File: config.mk
export PLATFORM = sky130hd
export DESIGN_NAME = wdt_timer
export DESIGN_NICKNAME = d
export VERILOG_FILES = /design/src/rtl/wdt_pkg.sv /design/src/rtl/wdt_timer.sv
export SDC_FILE = /design/constraint.sdc
export NUM_CORES = 1
export LEC_CHECK = 0
export ABC_CLOCK_PERIOD_IN_PS = 4200
export BUFFER_PORTS_ARGS = -buffer_cell sky130_fd_sc_hd__buf_2
export CAP_MARGIN = 20
export CORE_MARGIN = 3
export CORE_UTILIZATION = 45
export DETAILED_ROUTE_END_ITERATION = 8
export GPL_ROUTABILITY_DRIVEN = 0
export PLACE_DENSITY = 0.66
export SLEW_MARGIN = 20
export SYNTH_ARGS = -nofsm -noshare
export SYNTH_HDL_FRONTEND = slang
export SYNTH_SLANG_ARGS = --single-unit
File: constraint.sdc
create_clock -name clk_i -period 4.2 [get_ports clk_i]
set_input_delay 0.42 -clock clk_i [delete_from_list [all_inputs] [get_ports clk_i]]
set_output_delay 0.42 -clock clk_i [all_outputs]
set_load 0.02 [all_outputs]
File: src/rtl/wdt_pkg.sv
// Package with the register map, field layout and timing constants of the watchdog and countdown timer.
package wdt_pkg;
  // Register indices; the byte address of each is four times its index.
  localparam logic [7:0] IDX_STATUS = 8'h01;
  localparam logic [7:0] IDX_IRQ_CFG = 8'h02;
  localparam logic [7:0] IDX_TIMER_CONTROL = 8'h10;
  localparam logic [7:0] IDX_TIMER_VALUE = 8'h11;
  localparam int ADDR_WIDTH = 12;
  localparam logic [11:0] ADDR_STATUS = {2'h0, IDX_STATUS, 2'h0};
  localparam logic [11:0] ADDR_IRQ_CFG = {2'h0, IDX_IRQ_CFG, 2'h0};
  localparam logic [11:0] ADDR_TIMER_CONTROL = {2'h0, IDX_TIMER_CONTROL, 2'h0};
  localparam logic [11:0] ADDR_TIMER_VALUE = {2'h0, IDX_TIMER_VALUE, 2'h0};
  // Field positions.
  localparam int CTRL_MODE_MSB = 7;
  localparam int CTRL_MODE_LSB = 6;
  localparam int CTRL_PULSE_BIT = 5;
  localparam int CTRL_SRC_MSB = 1;
  localparam int CTRL_SRC_LSB = 0;
  localparam int STAT_MS_BIT = 7;
  localparam int STAT_WD_BIT = 6;
  localparam int STAT_CD_BIT = 3;
  localparam int CFG_CD_IE_BIT = 0;
  localparam int CFG_MS_IE_BIT = 1;
  // Values after reset.
  localparam logic [1:0] MODE_RESET = 2'h0;
  localparam logic PULSE_RESET = 1'b0;
  localparam logic [1:0] SRC_RESET = 2'h3;
  localparam logic [7:0] VALUE_RESET = 8'h00;
  localparam logic [1:0] CFG_RESET = 2'h0;
  // Modes of the timer.
  typedef enum logic [1:0] {
    WDT_MODE_OFF = 2'h0,
    WDT_MODE_CD = 2'h1,
    WDT_MODE_WD_INT = 2'h2,
    WDT_MODE_WD_RST = 2'h3
  } wdt_mode_t;
  // Tick sources.
  localparam logic [1:0] SRC_4K = 2'h0;
  localparam logic [1:0] SRC_64 = 2'h1;
  localparam logic [1:0] SRC_1 = 2'h2;
  localparam logic [1:0] SRC_60S = 2'h3;
  // Timing.
  localparam int CLK_HZ = 100_000_000;
  localparam int CLK_PERIOD_NS = 10;
  localparam int TICK_4K_HZ = 4096;
  localparam int TICK_4K_CYC = CLK_HZ / TICK_4K_HZ;
  localparam logic [5:0] DIV_64_LAST = 6'h3f;
  localparam logic [5:0] DIV_1_LAST = 6'h3f;
  localparam logic [5:0] DIV_60_LAST = 6'h3b;
  localparam int RST_FAST_NS = 244_000;
  localparam int RST_SLOW_NS = 15_625_000;
  localparam int RST_FAST_CYC = RST_FAST_NS / CLK_PERIOD_NS;
  localparam int RST_SLOW_CYC = RST_SLOW_NS / CLK_PERIOD_NS;
endpackage

File: src/rtl/wdt_timer.sv
// Watchdog and countdown timer with its APB register slave and tick prescaler.
//
// Register access over APB was decided locally.
`timescale 1ns/1ns
`default_nettype none
module wdt_timer #(
  parameter int TICK_4K_CYC = wdt_pkg::TICK_4K_CYC,
  parameter int RST_FAST_CYC = wdt_pkg::RST_FAST_CYC,
  parameter int RST_SLOW_CYC = wdt_pkg::RST_SLOW_CYC
) (
  input wire logic clk_i, // System clock, 100 MHz.
  input wire logic rst_n_i, // Asynchronous reset, active low.
  input wire logic psel_i, // APB select.
  input wire logic penable_i, // APB enable.
  input wire logic pwrite_i, // APB direction, high for write.
  input wire logic [11:0] paddr_i, // APB byte address.
  input wire logic [31:0] pwdata_i, // APB write data.
  output logic [31:0] prdata_o, // APB read data.
  output logic pready_o, // APB ready.
  output logic pslverr_o, // APB error for unmapped address.
  input wire logic ms_event_i, // One-cycle minute/second event.
  output logic irq_n_o, // Interrupt output, active low.
  output logic wd_rst_n_o // Watchdog reset output, active low.
);
  logic [1:0] mode_reg;
  logic pulse_sel_reg;
  logic [1:0] src_reg;
  logic [7:0] reload_reg;
  logic [7:0] cnt_reg;
  logic running_reg;
  logic first_reg;
  logic wd_expired_reg;
  logic cd_done_reg;
  logic ms_flag_reg;
  logic [1:0] cfg_reg;
  logic [14:0] div_reg;
  logic [5:0] c64_reg;
  logic [5:0] c1_reg;
  logic [5:0] c60_reg;
  logic t4k;
  logic t64;
  logic t1;
  logic t60;
  logic tick;
  logic [20:0] rst_cnt_reg;
  logic rst_act_reg;
  logic pulse_reg;
  logic irq_n_reg;
  logic [31:0] prdata_reg;
  logic slverr_reg;
  logic setup;
  logic acc;
  logic wr;
  logic rd;
  logic val_wr;
  logic stat_wr;
  logic stat_rd;
  logic wd_mode;
  logic cd_mode;
  logic cd_hit;
  logic wd_hit;
  logic ms_set;

  // Address decode used for writes and the error answer.
  function automatic logic mapped(input logic [11:0] a);
    mapped = (a == wdt_pkg::ADDR_STATUS) || (a == wdt_pkg::ADDR_IRQ_CFG) ||
             (a == wdt_pkg::ADDR_TIMER_CONTROL) || (a == wdt_pkg::ADDR_TIMER_VALUE);
  endfunction

  // The slave never waits, so every access phase completes in one cycle.
  assign setup = psel_i && !penable_i;
  assign acc = psel_i && penable_i;
  assign wr = acc && pwrite_i && mapped(paddr_i);
  assign rd = acc && !pwrite_i;
  assign val_wr = wr && (paddr_i == wdt_pkg::ADDR_TIMER_VALUE);
  assign stat_wr = wr && (paddr_i == wdt_pkg::ADDR_STATUS);
  assign stat_rd = rd && (paddr_i == wdt_pkg::ADDR_STATUS);
  assign pready_o = 1'b1;
  assign prdata_o = prdata_reg;
  assign pslverr_o = slverr_reg;
  assign irq_n_o = irq_n_reg;
  assign wd_rst_n_o = !rst_act_reg;

  // Mode decode; the countdown is unavailable whenever a watchdog mode is set.
  assign wd_mode = mode_reg[1];
  assign cd_mode = (mode_reg == wdt_pkg::WDT_MODE_CD);

  // Free-running prescaler chain; a software write never restarts it.
  assign t4k = (div_reg == 15'(TICK_4K_CYC - 1));
  assign t64 = t4k && (c64_reg == wdt_pkg::DIV_64_LAST);
  assign t1 = t64 && (c1_reg == wdt_pkg::DIV_1_LAST);
  assign t60 = t1 && (c60_reg == wdt_pkg::DIV_60_LAST);

  always_ff @(posedge clk_i or negedge rst_n_i) begin
    if (!rst_n_i) begin
      div_reg <= 15'h0000;
      c64_reg <= 6'h00;
      c1_reg <= 6'h00;
      c60_reg <= 6'h00;
    end else begin
      div_reg <= t4k ? 15'h0000 : div_reg + 15'h0001;
      if (t4k) begin
        c64_reg <= c64_reg + 6'h01;
      end
      if (t64) begin
        c1_reg <= c1_reg + 6'h01;
      end
      if (t1) begin
        c60_reg <= (c60_reg == wdt_pkg::DIV_60_LAST) ? 6'h00 : c60_reg + 6'h01;
      end
    end
  end

  // Tick select shared by both timers.
  always_comb begin
    case (src_reg)
      wdt_pkg::SRC_4K: tick = t4k;
      wdt_pkg::SRC_64: tick = t64;
      wdt_pkg::SRC_1: tick = t1;
      default: tick = t60;
    endcase
  end

  // Control and interrupt configuration registers.
  always_ff @(posedge clk_i or negedge rst_n_i) begin
    if (!rst_n_i) begin
      mode_reg <= wdt_pkg::MODE_RESET;
      pulse_sel_reg <= wdt_pkg::PULSE_RESET;
      src_reg <= wdt_pkg::SRC_RESET;
      cfg_reg <= wdt_pkg::CFG_RESET;
    end else if (wr && paddr_i == wdt_pkg::ADDR_TIMER_CONTROL) begin
      mode_reg <= pwdata_i[wdt_pkg::CTRL_MODE_MSB:wdt_pkg::CTRL_MODE_LSB];
      pulse_sel_reg <= pwdata_i[wdt_pkg::CTRL_PULSE_BIT];
      src_reg <= pwdata_i[wdt_pkg::CTRL_SRC_MSB:wdt_pkg::CTRL_SRC_LSB];
    end else if (wr && paddr_i == wdt_pkg::ADDR_IRQ_CFG) begin
      cfg_reg <= {pwdata_i[wdt_pkg::CFG_MS_IE_BIT], pwdata_i[wdt_pkg::CFG_CD_IE_BIT]};
    end
  end

  // Terminal count events; a value write in the same cycle takes priority.
  assign cd_hit = cd_mode && running_reg && tick && !first_reg && (cnt_reg == 8'h01) && !val_wr;
  assign wd_hit = wd_mode && running_reg && tick && !first_reg && (cnt_reg == 8'h01) && !val_wr;

  // Down-counter. The first tick after a load is swallowed so that the first
  // period lands between n and n+1 ticks instead of possibly short of n.
  always_ff @(posedge clk_i or negedge rst_n_i) begin
    if (!rst_n_i) begin
      reload_reg <= wdt_pkg::VALUE_RESET;
      cnt_reg <= wdt_pkg::VALUE_RESET;
      running_reg <= 1'b0;
      first_reg <= 1'b0;
    end else if (val_wr) begin
      reload_reg <= pwdata_i[7:0];
      cnt_reg <= pwdata_i[7:0];
      running_reg <= (pwdata_i[7:0] != 8'h00);
      first_reg <= 1'b1;
    end else if (running_reg && mode_reg != wdt_pkg::WDT_MODE_OFF && tick) begin
      first_reg <= 1'b0;
      if (first_reg) begin
        cnt_reg <= cnt_reg;
      end else if (cd_hit) begin
        cnt_reg <= reload_reg;
      end else if (wd_hit) begin
        running_reg <= 1'b0;
      end else begin
        cnt_reg <= cnt_reg - 8'h01;
      end
    end
  end

  // Flags; a hardware set wins over a status clear in the same cycle, but a value write suppresses the watchdog set.
  assign ms_set = ms_event_i;
  always_ff @(posedge clk_i or negedge rst_n_i) begin
    if (!rst_n_i) begin
      wd_expired_reg <= 1'b0;
      cd_done_reg <= 1'b0;
      ms_flag_reg <= 1'b0;
    end else begin
      wd_expired_reg <= wd_hit || (wd_expired_reg && !val_wr && !stat_rd);
      cd_done_reg <= cd_hit || (cd_done_reg && !(stat_wr && !pwdata_i[wdt_pkg::STAT_CD_BIT]));
      ms_flag_reg <= ms_set || (ms_flag_reg && !(stat_wr && !pwdata_i[wdt_pkg::STAT_MS_BIT]));
    end
  end

  // Reset pulse of fixed width per tick source (fast for 4K, slow otherwise); a value write ends it early.
  always_ff @(posedge clk_i or negedge rst_n_i) begin
    if (!rst_n_i) begin
      rst_cnt_reg <= 21'h000000;
      rst_act_reg <= 1'b0;
    end else if (wd_hit && mode_reg == wdt_pkg::WDT_MODE_WD_RST) begin
      rst_act_reg <= 1'b1;
      rst_cnt_reg <= (src_reg == wdt_pkg::SRC_4K) ? 21'(RST_FAST_CYC - 1) : 21'(RST_SLOW_CYC - 1);
    end else if (val_wr) begin
      rst_act_reg <= 1'b0;
      rst_cnt_reg <= 21'h000000;
    end else if (rst_act_reg) begin
      if (rst_cnt_reg == 21'h000000) begin
        rst_act_reg <= 1'b0;
      end else begin
        rst_cnt_reg <= rst_cnt_reg - 21'h000001;
      end
    end
  end

  // Pulsed interrupt runs from an enabled countdown or minute/second flag set until the next fast tick.
  always_ff @(posedge clk_i or negedge rst_n_i) begin
    if (!rst_n_i) begin
      pulse_reg <= 1'b0;
    end else if ((cd_hit && cfg_reg[0]) || (ms_set && cfg_reg[1])) begin
      pulse_reg <= 1'b1;
    end else if (t4k) begin
      pulse_reg <= 1'b0;
    end
  end

  // Interrupt output. The watchdog source follows its flag, so a status read
  // that clears the flag also releases the line.
  always_ff @(posedge clk_i or negedge rst_n_i) begin
    if (!rst_n_i) begin
      irq_n_reg <= 1'b1;
    end else begin
      irq_n_reg <= !((wd_expired_reg && mode_reg == wdt_pkg::WDT_MODE_WD_INT) ||
                     (pulse_sel_reg ? pulse_reg :
                      ((cd_done_reg && cd_mode && cfg_reg[0]) || (ms_flag_reg && cfg_reg[1]))));
    end
  end

  // Read data and error are captured in the setup cycle and stand until the next setup.
  always_ff @(posedge clk_i or negedge rst_n_i) begin
    if (!rst_n_i) begin
      prdata_reg <= 32'h00000000;
      slverr_reg <= 1'b0;
    end else if (setup) begin
      slverr_reg <= !mapped(paddr_i);
      if (pwrite_i) begin
        prdata_reg <= 32'h00000000;
      end else if (paddr_i == wdt_pkg::ADDR_STATUS) begin
        prdata_reg <= {24'h000000, ms_flag_reg, wd_expired_reg, 2'h0, cd_done_reg, 3'h0};
      end else if (paddr_i == wdt_pkg::ADDR_IRQ_CFG) begin
        prdata_reg <= {30'h00000000, cfg_reg};
      end else if (paddr_i == wdt_pkg::ADDR_TIMER_CONTROL) begin
        prdata_reg <= {24'h000000, mode_reg, pulse_sel_reg, 3'h0, src_reg};
      end else if (paddr_i == wdt_pkg::ADDR_TIMER_VALUE) begin
        prdata_reg <= {24'h000000, cnt_reg};
      end else begin
        prdata_reg <= 32'h00000000;
      end
    end
  end

  // Checks on the timer's own outputs and state.
  property p_wd_int;
    @(posedge clk_i) disable iff (!rst_n_i)
    (wd_expired_reg && mode_reg == wdt_pkg::WDT_MODE_WD_INT) |=> !irq_n_o;
  endproperty
  a_wd_int: assert property (p_wd_int) else $error("watchdog interrupt not asserted");

  property p_wd_rst;
    @(posedge clk_i) disable iff (!rst_n_i)
    ($rose(wd_expired_reg) && $past(mode_reg) == wdt_pkg::WDT_MODE_WD_RST) |-> !wd_rst_n_o && !$past(val_wr);
  endproperty
  a_wd_rst: assert property (p_wd_rst) else $error("watchdog reset not asserted");

  property p_rst_width;
    @(posedge clk_i) disable iff (!rst_n_i)
    $rose(rst_act_reg) |-> rst_cnt_reg == ((src_reg == wdt_pkg::SRC_4K) ?
                                          21'(RST_FAST_CYC - 1) : 21'(RST_SLOW_CYC - 1));
  endproperty
  a_rst_width: assert property (p_rst_width) else $error("reset pulse width wrong");

  property p_wd_hold;
    @(posedge clk_i) disable iff (!rst_n_i)
    (wd_expired_reg && wd_mode && !running_reg && !val_wr) |=> $stable(cnt_reg) && !running_reg;
  endproperty
  a_wd_hold: assert property (p_wd_hold) else $error("expired watchdog reloaded");

  property p_val_load;
    @(posedge clk_i) disable iff (!rst_n_i)
    val_wr |=> cnt_reg == $past(pwdata_i[7:0]) && !wd_expired_reg && wd_rst_n_o &&
               running_reg == ($past(pwdata_i[7:0]) != 8'h00);
  endproperty
  a_val_load: assert property (p_val_load) else $error("value write did not restart or stop");

  property p_cd_reload;
    @(posedge clk_i) disable iff (!rst_n_i)
    cd_hit |=> cd_done_reg && cnt_reg == $past(reload_reg) && running_reg;
  endproperty
  a_cd_reload: assert property (p_cd_reload) else $error("countdown did not reload");

  property p_cd_sticky;
    @(posedge clk_i) disable iff (!rst_n_i)
    (cd_done_reg && !(stat_wr && !pwdata_i[wdt_pkg::STAT_CD_BIT])) |=> cd_done_reg;
  endproperty
  a_cd_sticky: assert property (p_cd_sticky) else $error("countdown flag lost");

  property p_val_read;
    @(posedge clk_i) disable iff (!rst_n_i)
    (setup && !pwrite_i && paddr_i == wdt_pkg::ADDR_TIMER_VALUE) |=> prdata_o == {24'h000000, $past(cnt_reg)};
  endproperty
  a_val_read: assert property (p_val_read) else $error("value read not live counter");

  property p_cd_irq;
    @(posedge clk_i) disable iff (!rst_n_i)
    (cd_done_reg && cd_mode && cfg_reg[0] && !pulse_sel_reg) |=> !irq_n_o;
  endproperty
  a_cd_irq: assert property (p_cd_irq) else $error("countdown interrupt missing");

  property p_wd_clear_read;
    @(posedge clk_i) disable iff (!rst_n_i)
    (stat_rd && !wd_hit) |=> !wd_expired_reg;
  endproperty
  a_wd_clear_read: assert property (p_wd_clear_read) else $error("status read left watchdog flag");

  c_wd_int: cover property (@(posedge clk_i) disable iff (!rst_n_i) wd_hit && mode_reg == wdt_pkg::WDT_MODE_WD_INT);
  c_wd_rst: cover property (@(posedge clk_i) disable iff (!rst_n_i) $fell(rst_act_reg));
  c_cd_done: cover property (@(posedge clk_i) disable iff (!rst_n_i) cd_hit);
  c_pulse: cover property (@(posedge clk_i) disable iff (!rst_n_i) $rose(pulse_reg) && pulse_sel_reg);
endmodule
`default_nettype wire

* Word level (Yosys, flattened, before mapping)
Cells that the tools add are included.
Cells by class: add/subtract/negate cells 6, equal/unequal tests 18, multiplexer cells 32, bitwise logic cells 1, reduce and logical (&&, ||, !) cells 71
Operators by type and width (count):
- 21-bit 2-to-1 mux | 5
- 8-bit 2-to-1 mux | 10
- 1-bit logical AND | 38
- 12-bit by 7-bit == test with 1-bit output (second input constant) | 2
- 21-bit logical NOT | 1
- 21-bit by 1-bit subtractor with 21-bit output (second input constant) | 1
- 6-bit by 1-bit adder with 6-bit output (second input constant) | 3
- 6-bit == test (second input constant) | 3
- 15-bit by 1-bit adder with 15-bit output (second input constant) | 1
- 15-bit == test (second input constant) | 1
- 15-bit 2-to-1 mux | 1
- 1-bit 2-to-1 mux | 14
- 12-bit by 3-bit == test with 1-bit output (second input constant) | 1
- 12-bit by 4-bit == test with 1-bit output (second input constant) | 1
- 1-bit logical NOT | 12
- 1-bit logical OR | 9
- 8-bit by 1-bit == test with 1-bit output (second input constant) | 1
- 2-bit nonzero test | 4
- 8-bit nonzero test | 1
- 8-bit by 1-bit subtractor with 8-bit output (second input constant) | 1
- 2-bit == test (second input constant) | 3
- 6-bit 2-to-1 mux | 1
- 3-bit != test (second input constant) | 2
- 2-bit by 1-bit == test with 1-bit output (second input constant) | 2
- other kinds (9) | 10
Storage, ports and cells: bits in registers 118, input port bits 50, output and inout bits 36, logic and storage cells 149

* Longest topological paths before layout
Gate-level depths: netlist of the first run.
word-level depth 14, depth in mapped cells 11, mapped depth without buffers 9

* Least setup slack after synthesis of the first run
No wires, ideal clock.
path type reg-to-reg, start point register div_reg[5], end point register cnt_reg[6], setup time 0.134 ns, data arrival time 2.178 ns, required time 4.066 ns, slack 1.888 ns, cell stages (with the launch flop) 10, buffers on the path 2, clock period less this slack 2.312 ns, path through dfrtp_1 nand4bb_1 or4_1 clkbuf_1 nor3_1 and4_1 and2_1 buf_4 mux2i_1 o21ai_1
Between the ends: longest elaborated chain between the ends 13, elaborated cells between the ends (all ways) 21, those cells by class 2 x eq/ne; 5 x mux; 14 x reduce/logical
RTL lines:
- from (decl) | RTL line wdt_timer.sv:36 | logic [14:0] div_reg;
- from (signal assigned) | RTL line wdt_timer.sv:101 | div_reg <= t4k ? 15'h0000 : div_reg + 15'h0001;
- 15-bit == test (*) | RTL line wdt_timer.sv:89 | assign t4k = (div_reg == 15'(TICK_4K_CYC - 1));
- 1-bit logical AND | RTL line wdt_timer.sv:90 | assign t64 = t4k && (c64_reg == wdt_pkg::DIV_64_LAST);
- 1-bit logical AND | RTL line wdt_timer.sv:91 | assign t1 = t64 && (c1_reg == wdt_pkg::DIV_1_LAST);
- 1-bit logical AND | RTL line wdt_timer.sv:92 | assign t60 = t1 && (c60_reg == wdt_pkg::DIV_60_LAST);
- 1-bit case mux with 3 select lines (*) | RTL line wdt_timer.sv:116 | case (src_reg)
- 1-bit logical AND (4 in a row) | RTL line wdt_timer.sv:141 | assign cd_hit = cd_mode && running_reg && tick && !first_reg && (cnt_reg == 8'h01) && !val_wr;
- 8-bit 2-to-1 mux | RTL line wdt_timer.sv:161 | end else if (cd_hit) begin
- 8-bit 2-to-1 mux | RTL line wdt_timer.sv:159 | if (first_reg) begin
- 8-bit 2-to-1 mux | RTL line wdt_timer.sv:157 | end else if (running_reg && mode_reg != wdt_pkg::WDT_MODE_OFF && tick) begin
- 8-bit 2-to-1 mux | RTL line wdt_timer.sv:152 | end else if (val_wr) begin
- to (signal assigned) | RTL line wdt_timer.sv:154 | cnt_reg <= pwdata_i[7:0];
- to (signal assigned) | RTL line wdt_timer.sv:160 | cnt_reg <= cnt_reg;
- to (signal assigned) | RTL line wdt_timer.sv:162 | cnt_reg <= reload_reg;
- to (decl) | RTL line wdt_timer.sv:29 | logic [7:0] cnt_reg;
Mark *: on every way between the ends. The rest lies on a longest branch, timed or not. The select of a mux whose other input is x is not followed. A chain may end at the register's enable or synchronous reset.

* Worst setup path after layout of the first run
start point register div_reg[5], end point register cnt_reg[5]
The elaborated chain is that of the path after synthesis.

==> results.sh, run 1 <==
export IMPL_outcome="finished, final reports clean"
export IMPL_setup_repair_after_global_routing_missed_its_margin="false"
export IMPL_antenna_cells_inserted=0
export IMPL_cp_startpoint="div_reg[5]$_DFF_PN0_"
export IMPL_synth_top_flop_cell="dfrtp_1"
export IMPL_synthesized_area_fraction_occupied_by_ao_oa_aoi_and_oai_cells=0.1074
export IMPL_finalMaxSlewViolations=0
export IMPL_setup_violations=0
export IMPL_aggregate_negative_setup_slack_ns=0
export IMPL_worstPathMaxFanout=11
export IMPL_layout_min_cycle_time_ns=2.830
export IMPL_grt_overflow=0
export IMPL_floorplan_core_area_um2=10940
export IMPL_critical_path_buf_inv_count=0
export IMPL_dpl_hpwl_um=7727
export IMPL_grt_start_max_net_pins=72
export IMPL_effective_utilization_at_floorplan=0.4646
export IMPL_ioPinCount=86
export IMPL_clkLatencyLatePin_ns=0.35
export IMPL_critical_path_top_delay_family="simple AND/OR/NAND/NOR gates"
export IMPL_initialDrtViolationCount=218
export IMPL_synth_adder_area_share=0.01970
export IMPL_p_leak_uw=0.002462
export IMPL_cp_slowest_cell="or4_4"
export IMPL_tightestPinTransition_ns=0.8568
export IMPL_async_set_or_reset_flop_fraction_in_the_synthesized_netlist=1.000
export IMPL_vias=4019
export IMPL_dpl_cell_area_um2=5324
export IMPL_cts_resized=0
export IMPL_drt_total_wl_um=10800
export IMPL_synth_seq_cells=94
export IMPL_die_area_um2=12600
export IMPL_hold_buffers=0
export IMPL_timing_critical_path_arrival_ns=3.11
export IMPL_fin_skew_ns=0.01402
export IMPL_clock_sink_count=94
export IMPL_crit_path_setup_slack_layout_ns=1.370
export IMPL_grt_antenna_before_repair=0
export IMPL_critical_path_max_stage_delay_ns=0.61
export IMPL_r2r_start="div_reg[5]$_DFF_PN0_"
export IMPL_hold_viol_final=0
export IMPL_yosys_mux_area_fraction=0.03398
export IMPL_cts_max_path_buffers=2
export IMPL_pre_cts_slack_ns=1.265
export IMPL_die_height_um=112.3
export IMPL_synthesis_yosys_warnings=0
export IMPL_rows=38
export IMPL_detailed_route_drc_error_count=0
export IMPL_cts_htree_levels=3
export IMPL_cts_setup_buffers=0
export IMPL_timing_max_cap_violations=0
export IMPL_stdcell_area_um2=5628
export IMPL_post_synth_xor_area_fraction=0.07240
export IMPL_post_drt_via_cell_ratio=5.505
export IMPL_final_min_period_over_clock_period=0.6738
export IMPL_port_buffers=36
export IMPL_detail_route_antenna_nets=0
export IMPL_largest_register_ff_count=21
export IMPL_power_density_nw_per_um2=350.8
export IMPL_syn_mean_instance_area_um2=9.222
export IMPL_tritoncts_buffers=9
export IMPL_crit_path_end_kind="flop"
export IMPL_hold_class="in2async"
export IMPL_synth_edff_count=0
export IMPL_combinational_family_with_the_most_area_after_synthesis="simple AND/OR/NAND/NOR gates"
export IMPL_synthDistinctLibCells=55
export IMPL_die_width_um=112.3
export IMPL_netlist_instances=551
export IMPL_timing_max_slew_rel_slack=0.4288
export IMPL_finish_net_count=643
export IMPL_synth_seq_area_share=0.4637
export IMPL_syn_cell_area_um2=5081
export IMPL_grt_util_all_layers=0.1789
export IMPL_drive_gt1_frac=0.1322
export IMPL_cp_data_required_time_ns=4.48
export IMPL_cts_clk_slew_worst_paths_ns=0.07
export IMPL_cts_tree="yes"
export IMPL_max_freq_ghz=0.3534
export IMPL_grt_pass1_wl_um=18460
export IMPL_crit_chain="nand4bb_1 > or4_4 > nor3_4 > and4_1 > a211oi_1 > or4_1 > nand2_1"
export IMPL_filler_cell_count=1040
export IMPL_critical_path_class="reg2reg"
export IMPL_largest_voltage_drop_on_the_vdd_net_mv=0.2154
export IMPL_area_growth_synth_to_final_pct=10.76
export IMPL_synth_simple_gate_area_share=0.2433
export IMPL_routedWlPerCell_um=14.79
export IMPL_critPathLaunchType="flop"
export IMPL_drtPass1Iterations=5
export IMPL_clock_tree_root_cell="clkbuf_16"
export IMPL_grt_pass1_vias=3803
-- synthesized netlist by cell type, types with 4 or more instances --
library cell | instances | area (µm²)
a211oi_1 | 4 | 30.03
and3_1 | 4 | 25.02
o21ai_0 | 37 | 185.2
buf_4 | 26 | 195.2
a21oi_1 | 7 | 35.03
nand3_1 | 26 | 130.1
nand4_1 | 9 | 56.30
clkbuf_1 | 13 | 48.80
nand2_1 | 77 | 289.0
xnor2_1 | 27 | 236.5
nand2b_1 | 5 | 31.28
inv_1 | 10 | 37.54
dfrtp_1 | 91 | 2277
ha_1 | 8 | 100.1
mux2i_1 | 6 | 60.06
or3_1 | 8 | 50.05
mux2_2 | 10 | 112.6
xor2_1 | 15 | 131.4
nor2_1 | 58 | 217.7
nor4_1 | 14 | 87.58
o21ai_1 | 4 | 20.02
nor3_1 | 16 | 80.08
or4_1 | 4 | 30.03
and2_1 | 5 | 31.28
nor2b_1 | 7 | 43.79
o31ai_1 | 10 | 75.07
-- metrics by stage --
step | hold slack [ns] | power (µW) | instances | utilization
2_1_floorplan | 0.1244 | 1124 | 574 | -
3_3_place_gp | 0.4535 | 1163 | 714 | 0.4868
3_5_place_dp | 0.4559 | 1169 | 714 | 0.4868
4_1_cts | 0.2175 | 2004 | 730 | 0.5146
5_1_grt | 0.2498 | 2066 | 730 | 0.5146
6_report | 0.1774 | 1974 | 730 | 0.5146
-- cell families (layout without fill, tap and decap cells) --
group | after synthesis | after routing
buf+inv | 52 | 68
other cells | 2 | 25
compound gates | 86 | 86
xor+xnor | 42 | 42
mux | 16 | 16
simple gates | 251 | 251
flops | 94 | 94
fa+ha+maj | 8 | 8
-- layout by cell type (no fill, tap or decap), types with 5 or more instances in the layout --
cell type	Yosys	layout
nand2_1	77	77
o21ai_0	37	37
dfrtp_1	91	91
a21oi_1	7	7
conb_1	2	25
nor3_1	16	15
mux2i_1	6	6
xnor2_1	27	27
nor2_1	58	58
buf_2	2	35
nor2b_1	7	7
nand4_1	9	9
o31ai_1	10	10
nor4_1	14	13
or3_1	8	8
xor2_1	15	15
inv_1	10	10
mux2_2	10	10
buf_4	26	7
clkbuf_16	0	9
nand2b_1	5	5
ha_1	8	8
and2_1	5	5
nand3_1	26	26
-- metal layers --
metal	track usage	up-vias	share of wire
met4	0.04808	0	0.010
li1	-	1961	-
met1	0.2415	1953	0.46
met3	0.04852	8	0.054
met2	0.2865	97	0.47
met5	0	-	0
-- report_power, final --
| part | switching [µW] | internal, µW | leakage [µW] |
|---|---|---|---|
| clock | 326 | 494 | 0.000150 |
| sequential | 34.5 | 940 | 0.00118 |
| combinational | 111 | 68.3 | 0.00113 |
-- path summary, 6_finish.rpt --
check                                              to  slack, ns  depth (start not counted)
setup / recovery               cnt_reg[5]$_DFFE_PN0P_       1.37                          7
hold / removal             rst_cnt_reg[1]$_DFFE_PN0P_       0.18                          1
setup reg to reg               cnt_reg[5]$_DFFE_PN0P_       1.37                          7
hold reg to reg                 c1_reg[5]$_DFFE_PN0P_       0.47                          1
max in group asynchronous        div_reg[5]$_DFF_PN0_       3.14                          2
min in group clk_i          reload_reg[4]$_DFFE_PN0P_       0.32                          3
-- final cells by class --
type                            count  area [µm²]  area share
Clock buffer                       13       260.3     0.04624
Clock inverter                      3       43.79    0.007781
Inverter                           10       37.54    0.006670
Multi-Input combinational cell    428        2527      0.4491
Sequential cell                    94        2356      0.4186
Tap cell                          140       175.2     0.03112
Timing Repair Buffer               42       227.7     0.04046
(Power assumes the default switching activity.)
==> inputs of run 2 (changes only) <==
Settings changed: ABC_AREA from default to 1, ABC_CLOCK_PERIOD_IN_PS 4200 to 2600, PLACE_DENSITY 0.66 to 0.68.
Clock period 4.2 ns to 2.6 ns, I/O delays scaled along.
==> results.sh, run 2 <==
export IMPL_tightestPinTransition_ns=0.6746
export IMPL_post_drt_via_cell_ratio=5.239
export IMPL_synthDominantCellAreaShare=0.4126
export IMPL_rows=39
export IMPL_layout_min_cycle_time_ns=2.332
export IMPL_capturing_point_of_the_worst_reg2reg_path="rst_cnt_reg[17]$_DFFE_PN0P_"
export IMPL_layout_commonest_cell="nand2_1"
export IMPL_switching_share=0.2251
export IMPL_grt_start_max_net_pins=53
export IMPL_power_net_switching_uw=664.5
export IMPL_pre_cts_slack_ns=0.3134
export IMPL_r2r_start="div_reg[1]$_DFF_PN0_"
export IMPL_total_power_uw=2952
export IMPL_setup_violations=0
export IMPL_timing_max_cap_violations=0
export IMPL_power_density_nw_per_um2=480.8
export IMPL_grt_pass1_wl_um=21490
export IMPL_cp_slowest_cell="dfrtp_1"
export IMPL_clock_sink_count=94
export IMPL_die_area_um2=13630
export IMPL_critical_path_max_stage_delay_ns=0.40
export IMPL_cp_data_required_time_ns=2.83
export IMPL_min_delay_path_depth=2
export IMPL_cts_clk_slew_worst_paths_ns=0.07
export IMPL_finish_net_count=836
export IMPL_relative_contribution_of_combinational_cells_to_total_power=0.043
export IMPL_synth_seq_area_share=0.4269
export IMPL_cp_common_cell="nand2_1"
export IMPL_largest_voltage_drop_on_the_vdd_net_mv=0.4718
export IMPL_critical_path_buf_inv_count=1
export IMPL_worstPathMaxFanout=10
export IMPL_rr_worst_depth=13
export IMPL_cts_htree_levels=3
export IMPL_vias=4851
export IMPL_syn_cell_area_um2=5519
export IMPL_syn_mean_instance_area_um2=7.571
export IMPL_synth_area_top_cells="dfrtp_1 (41%), nand2_1 (13%), nor2_1 (6.1%)"
export IMPL_grt_overflow=0
export IMPL_detailed_route_drc_error_count=0
export IMPL_cts_tree="yes"
export IMPL_hold_viol_final=0
export IMPL_synth_seq_cells=94
export IMPL_setup_repair_after_global_routing_missed_its_margin="false"
export IMPL_netlist_instances=729
export IMPL_die_height_um=116.7
export IMPL_finalMaxSlewViolations=0
export IMPL_drt_total_wl_um=12600
export IMPL_initialDrtViolationCount=434
export IMPL_synth_edff_count=0
export IMPL_holdPathEnd="ms_flag_reg$_DFF_PN0_"
export IMPL_synth_common_cells="nand2_1 (190), dfrtp_1 (91), nor2_1 (89), inv_1 (84), nand3_1 (63)"
export IMPL_layout_common_cells="nand2_1 (190), dfrtp_1 (91), nor2_1 (89), inv_1 (84), nand3_1 (63)"
export IMPL_p_seq_frac=0.497
export IMPL_drtPass1Iterations=7
export IMPL_synth_most_common_cell="nand2_1"
export IMPL_crit_chain="inv_1 > ha_1 > nand2_1 > nor2_1 > nand2_1 > nor2_4 > nand4_1 > nand2_2 > nand2_4 > nor2_8 > nand4_2 > nand3_1 > nand2_1"
export IMPL_outcome="finished, final reports clean"
export IMPL_critical_path_top_delay_family="simple AND/OR/NAND/NOR gates"
export IMPL_synth_top_flop_cell="dfrtp_1"
export IMPL_hp_start="ms_event_i"
export IMPL_detail_route_antenna_nets=0
export IMPL_final_min_period_over_clock_period=0.8967
export IMPL_cts_resized=0
export IMPL_largest_register_ff_count=21
export IMPL_synthesis_yosys_warnings=0
export IMPL_tritoncts_buffers=9
export IMPL_synthDominantAreaCellType="dfrtp_1"
export IMPL_port_buffers=36
export IMPL_max_freq_ghz=0.4289
export IMPL_synthDistinctLibCells=49
export IMPL_fin_skew_ns=0.005098
export IMPL_final_core_util=0.5244
export IMPL_drive_gt1_frac=0.1188
export IMPL_crit_path_setup_slack_layout_ns=0.2685
export IMPL_worst_r2r_setup_slack_ns=0.27
export IMPL_clock_tree_root_cell="clkbuf_16"
export IMPL_cts_setup_buffers=0
export IMPL_grt_antenna_before_repair=0
export IMPL_clkLatencyLatePin_ns=0.35
export IMPL_hold_buffers=1
export IMPL_async_set_or_reset_flop_fraction_in_the_synthesized_netlist=1.000
export IMPL_ioPinCount=86
export IMPL_critical_path_class="reg2reg"
export IMPL_antenna_cells_inserted=0
export IMPL_cts_max_path_buffers=2
export IMPL_timing_critical_path_arrival_ns=2.56
export IMPL_area_growth_synth_to_final_pct=11.27
export IMPL_die_width_um=116.7
export IMPL_grt_pass1_vias=4633
export IMPL_grt_util_all_layers=0.1989
export IMPL_dpl_hpwl_um=9308
export IMPL_crit_path_end_kind="flop"
export IMPL_floorplan_core_area_um2=11710
export IMPL_p_int_uw=2288
export IMPL_pwr_share_clk=0.460
export IMPL_timing_max_slew_rel_slack=0.5502
export IMPL_p_leak_uw=0.003171
export IMPL_hold_class="in2reg"
export IMPL_critPathLaunchType="flop"
export IMPL_aggregate_negative_setup_slack_ns=0
export IMPL_routedWlPerCell_um=13.61
export IMPL_effective_utilization_at_floorplan=0.4713
==> run 2: kinds of logic after synthesis <==
kind of cell,count (synthesis),share of synthesized area
AOI/OAI and AO/OA,76,0.08343
xor gates and xnor gates,26,0.04126
adders and majority gates,8,0.01814
buffers and inverters,123,0.1041
DFF,94,0.4269
muxes,1,0.002040
other,2,0.001361
and+or+nand+nor,399,0.3228
==> run 2: worst register-to-register path, delay by kind of cell, from the launching register on <==
kind	cells	cell delay, ns
simple gates	11	1.60
flops	1	0.40
fa+ha+maj	1	0.17
buf+inv	1	0.06
==> run 2: per-layer routing <==
layer	track usage	routed length [µm]	vias to the layer above
li1	-	-	2405
met1	0.2595	5866	2328
met2	0.3356	6039	110
met3	0.04767	573	8
met4	0.04664	122	0
met5	0	0	-
==> run 2: worst max path at each step <==
stage | slack, ns | cells past startpoint | from | endpoint
global route | 0.03 | 17 | div_reg[1]$_DFF_PN0_ | rst_cnt_reg[13]$_DFFE_PN0P_
CTS | 0.27 | 14 | div_reg[1]$_DFF_PN0_ | rst_cnt_reg[17]$_DFFE_PN0P_
finish | 0.27 | 13 | div_reg[1]$_DFF_PN0_ | rst_cnt_reg[17]$_DFFE_PN0P_
global placement | 0.37 | 13 | paddr_i[1] | cnt_reg[3]$_DFFE_PN0P_
detailed placement | 0.31 | 13 | paddr_i[1] | cnt_reg[7]$_DFFE_PN0P_
floorplan | 0.59 | 16 | div_reg[1]$_DFF_PN0_ | rst_cnt_reg[7]$_DFFE_PN0P_
==> run 2: power by group through the flow <==
stage / combinational, µW / clock, µW / sequential, µW
3_5_place_dp: 126 / 0 / 1490
2_1_floorplan: 85.3 / 0 / 1500
4_1_cts: 128 / 1400 / 1470
5_1_grt: 144 / 1460 / 1470
3_3_place_gp: 125 / 0 / 1490
6_report: 127 / 1360 / 1470
==> run 2: area by class of cell <==
class | instances | area, µm²
Clock buffer | 11 | 252.7
Clock inverter | 5 | 57.56
Fill cell | 1087 | 5570
Multi-Input combinational cell | 535 | 2675
Tap cell | 143 | 178.9
Timing Repair Buffer | 50 | 290.3
Sequential cell | 94 | 2356
Inverter | 88 | 330.3
==> run 2: per-stage QoR <==
step / instances / instance area, µm² / hold WS (ns)
after floorplan: 752 / 5605 / -0.03559
after global placement: 909 / 5821 / 0.3331
after detailed placement: 909 / 5821 / 0.3399
after CTS: 926 / 6141 / 0.1339
after global routing: 926 / 6141 / 0.1515
final: 926 / 6141 / 0.1539
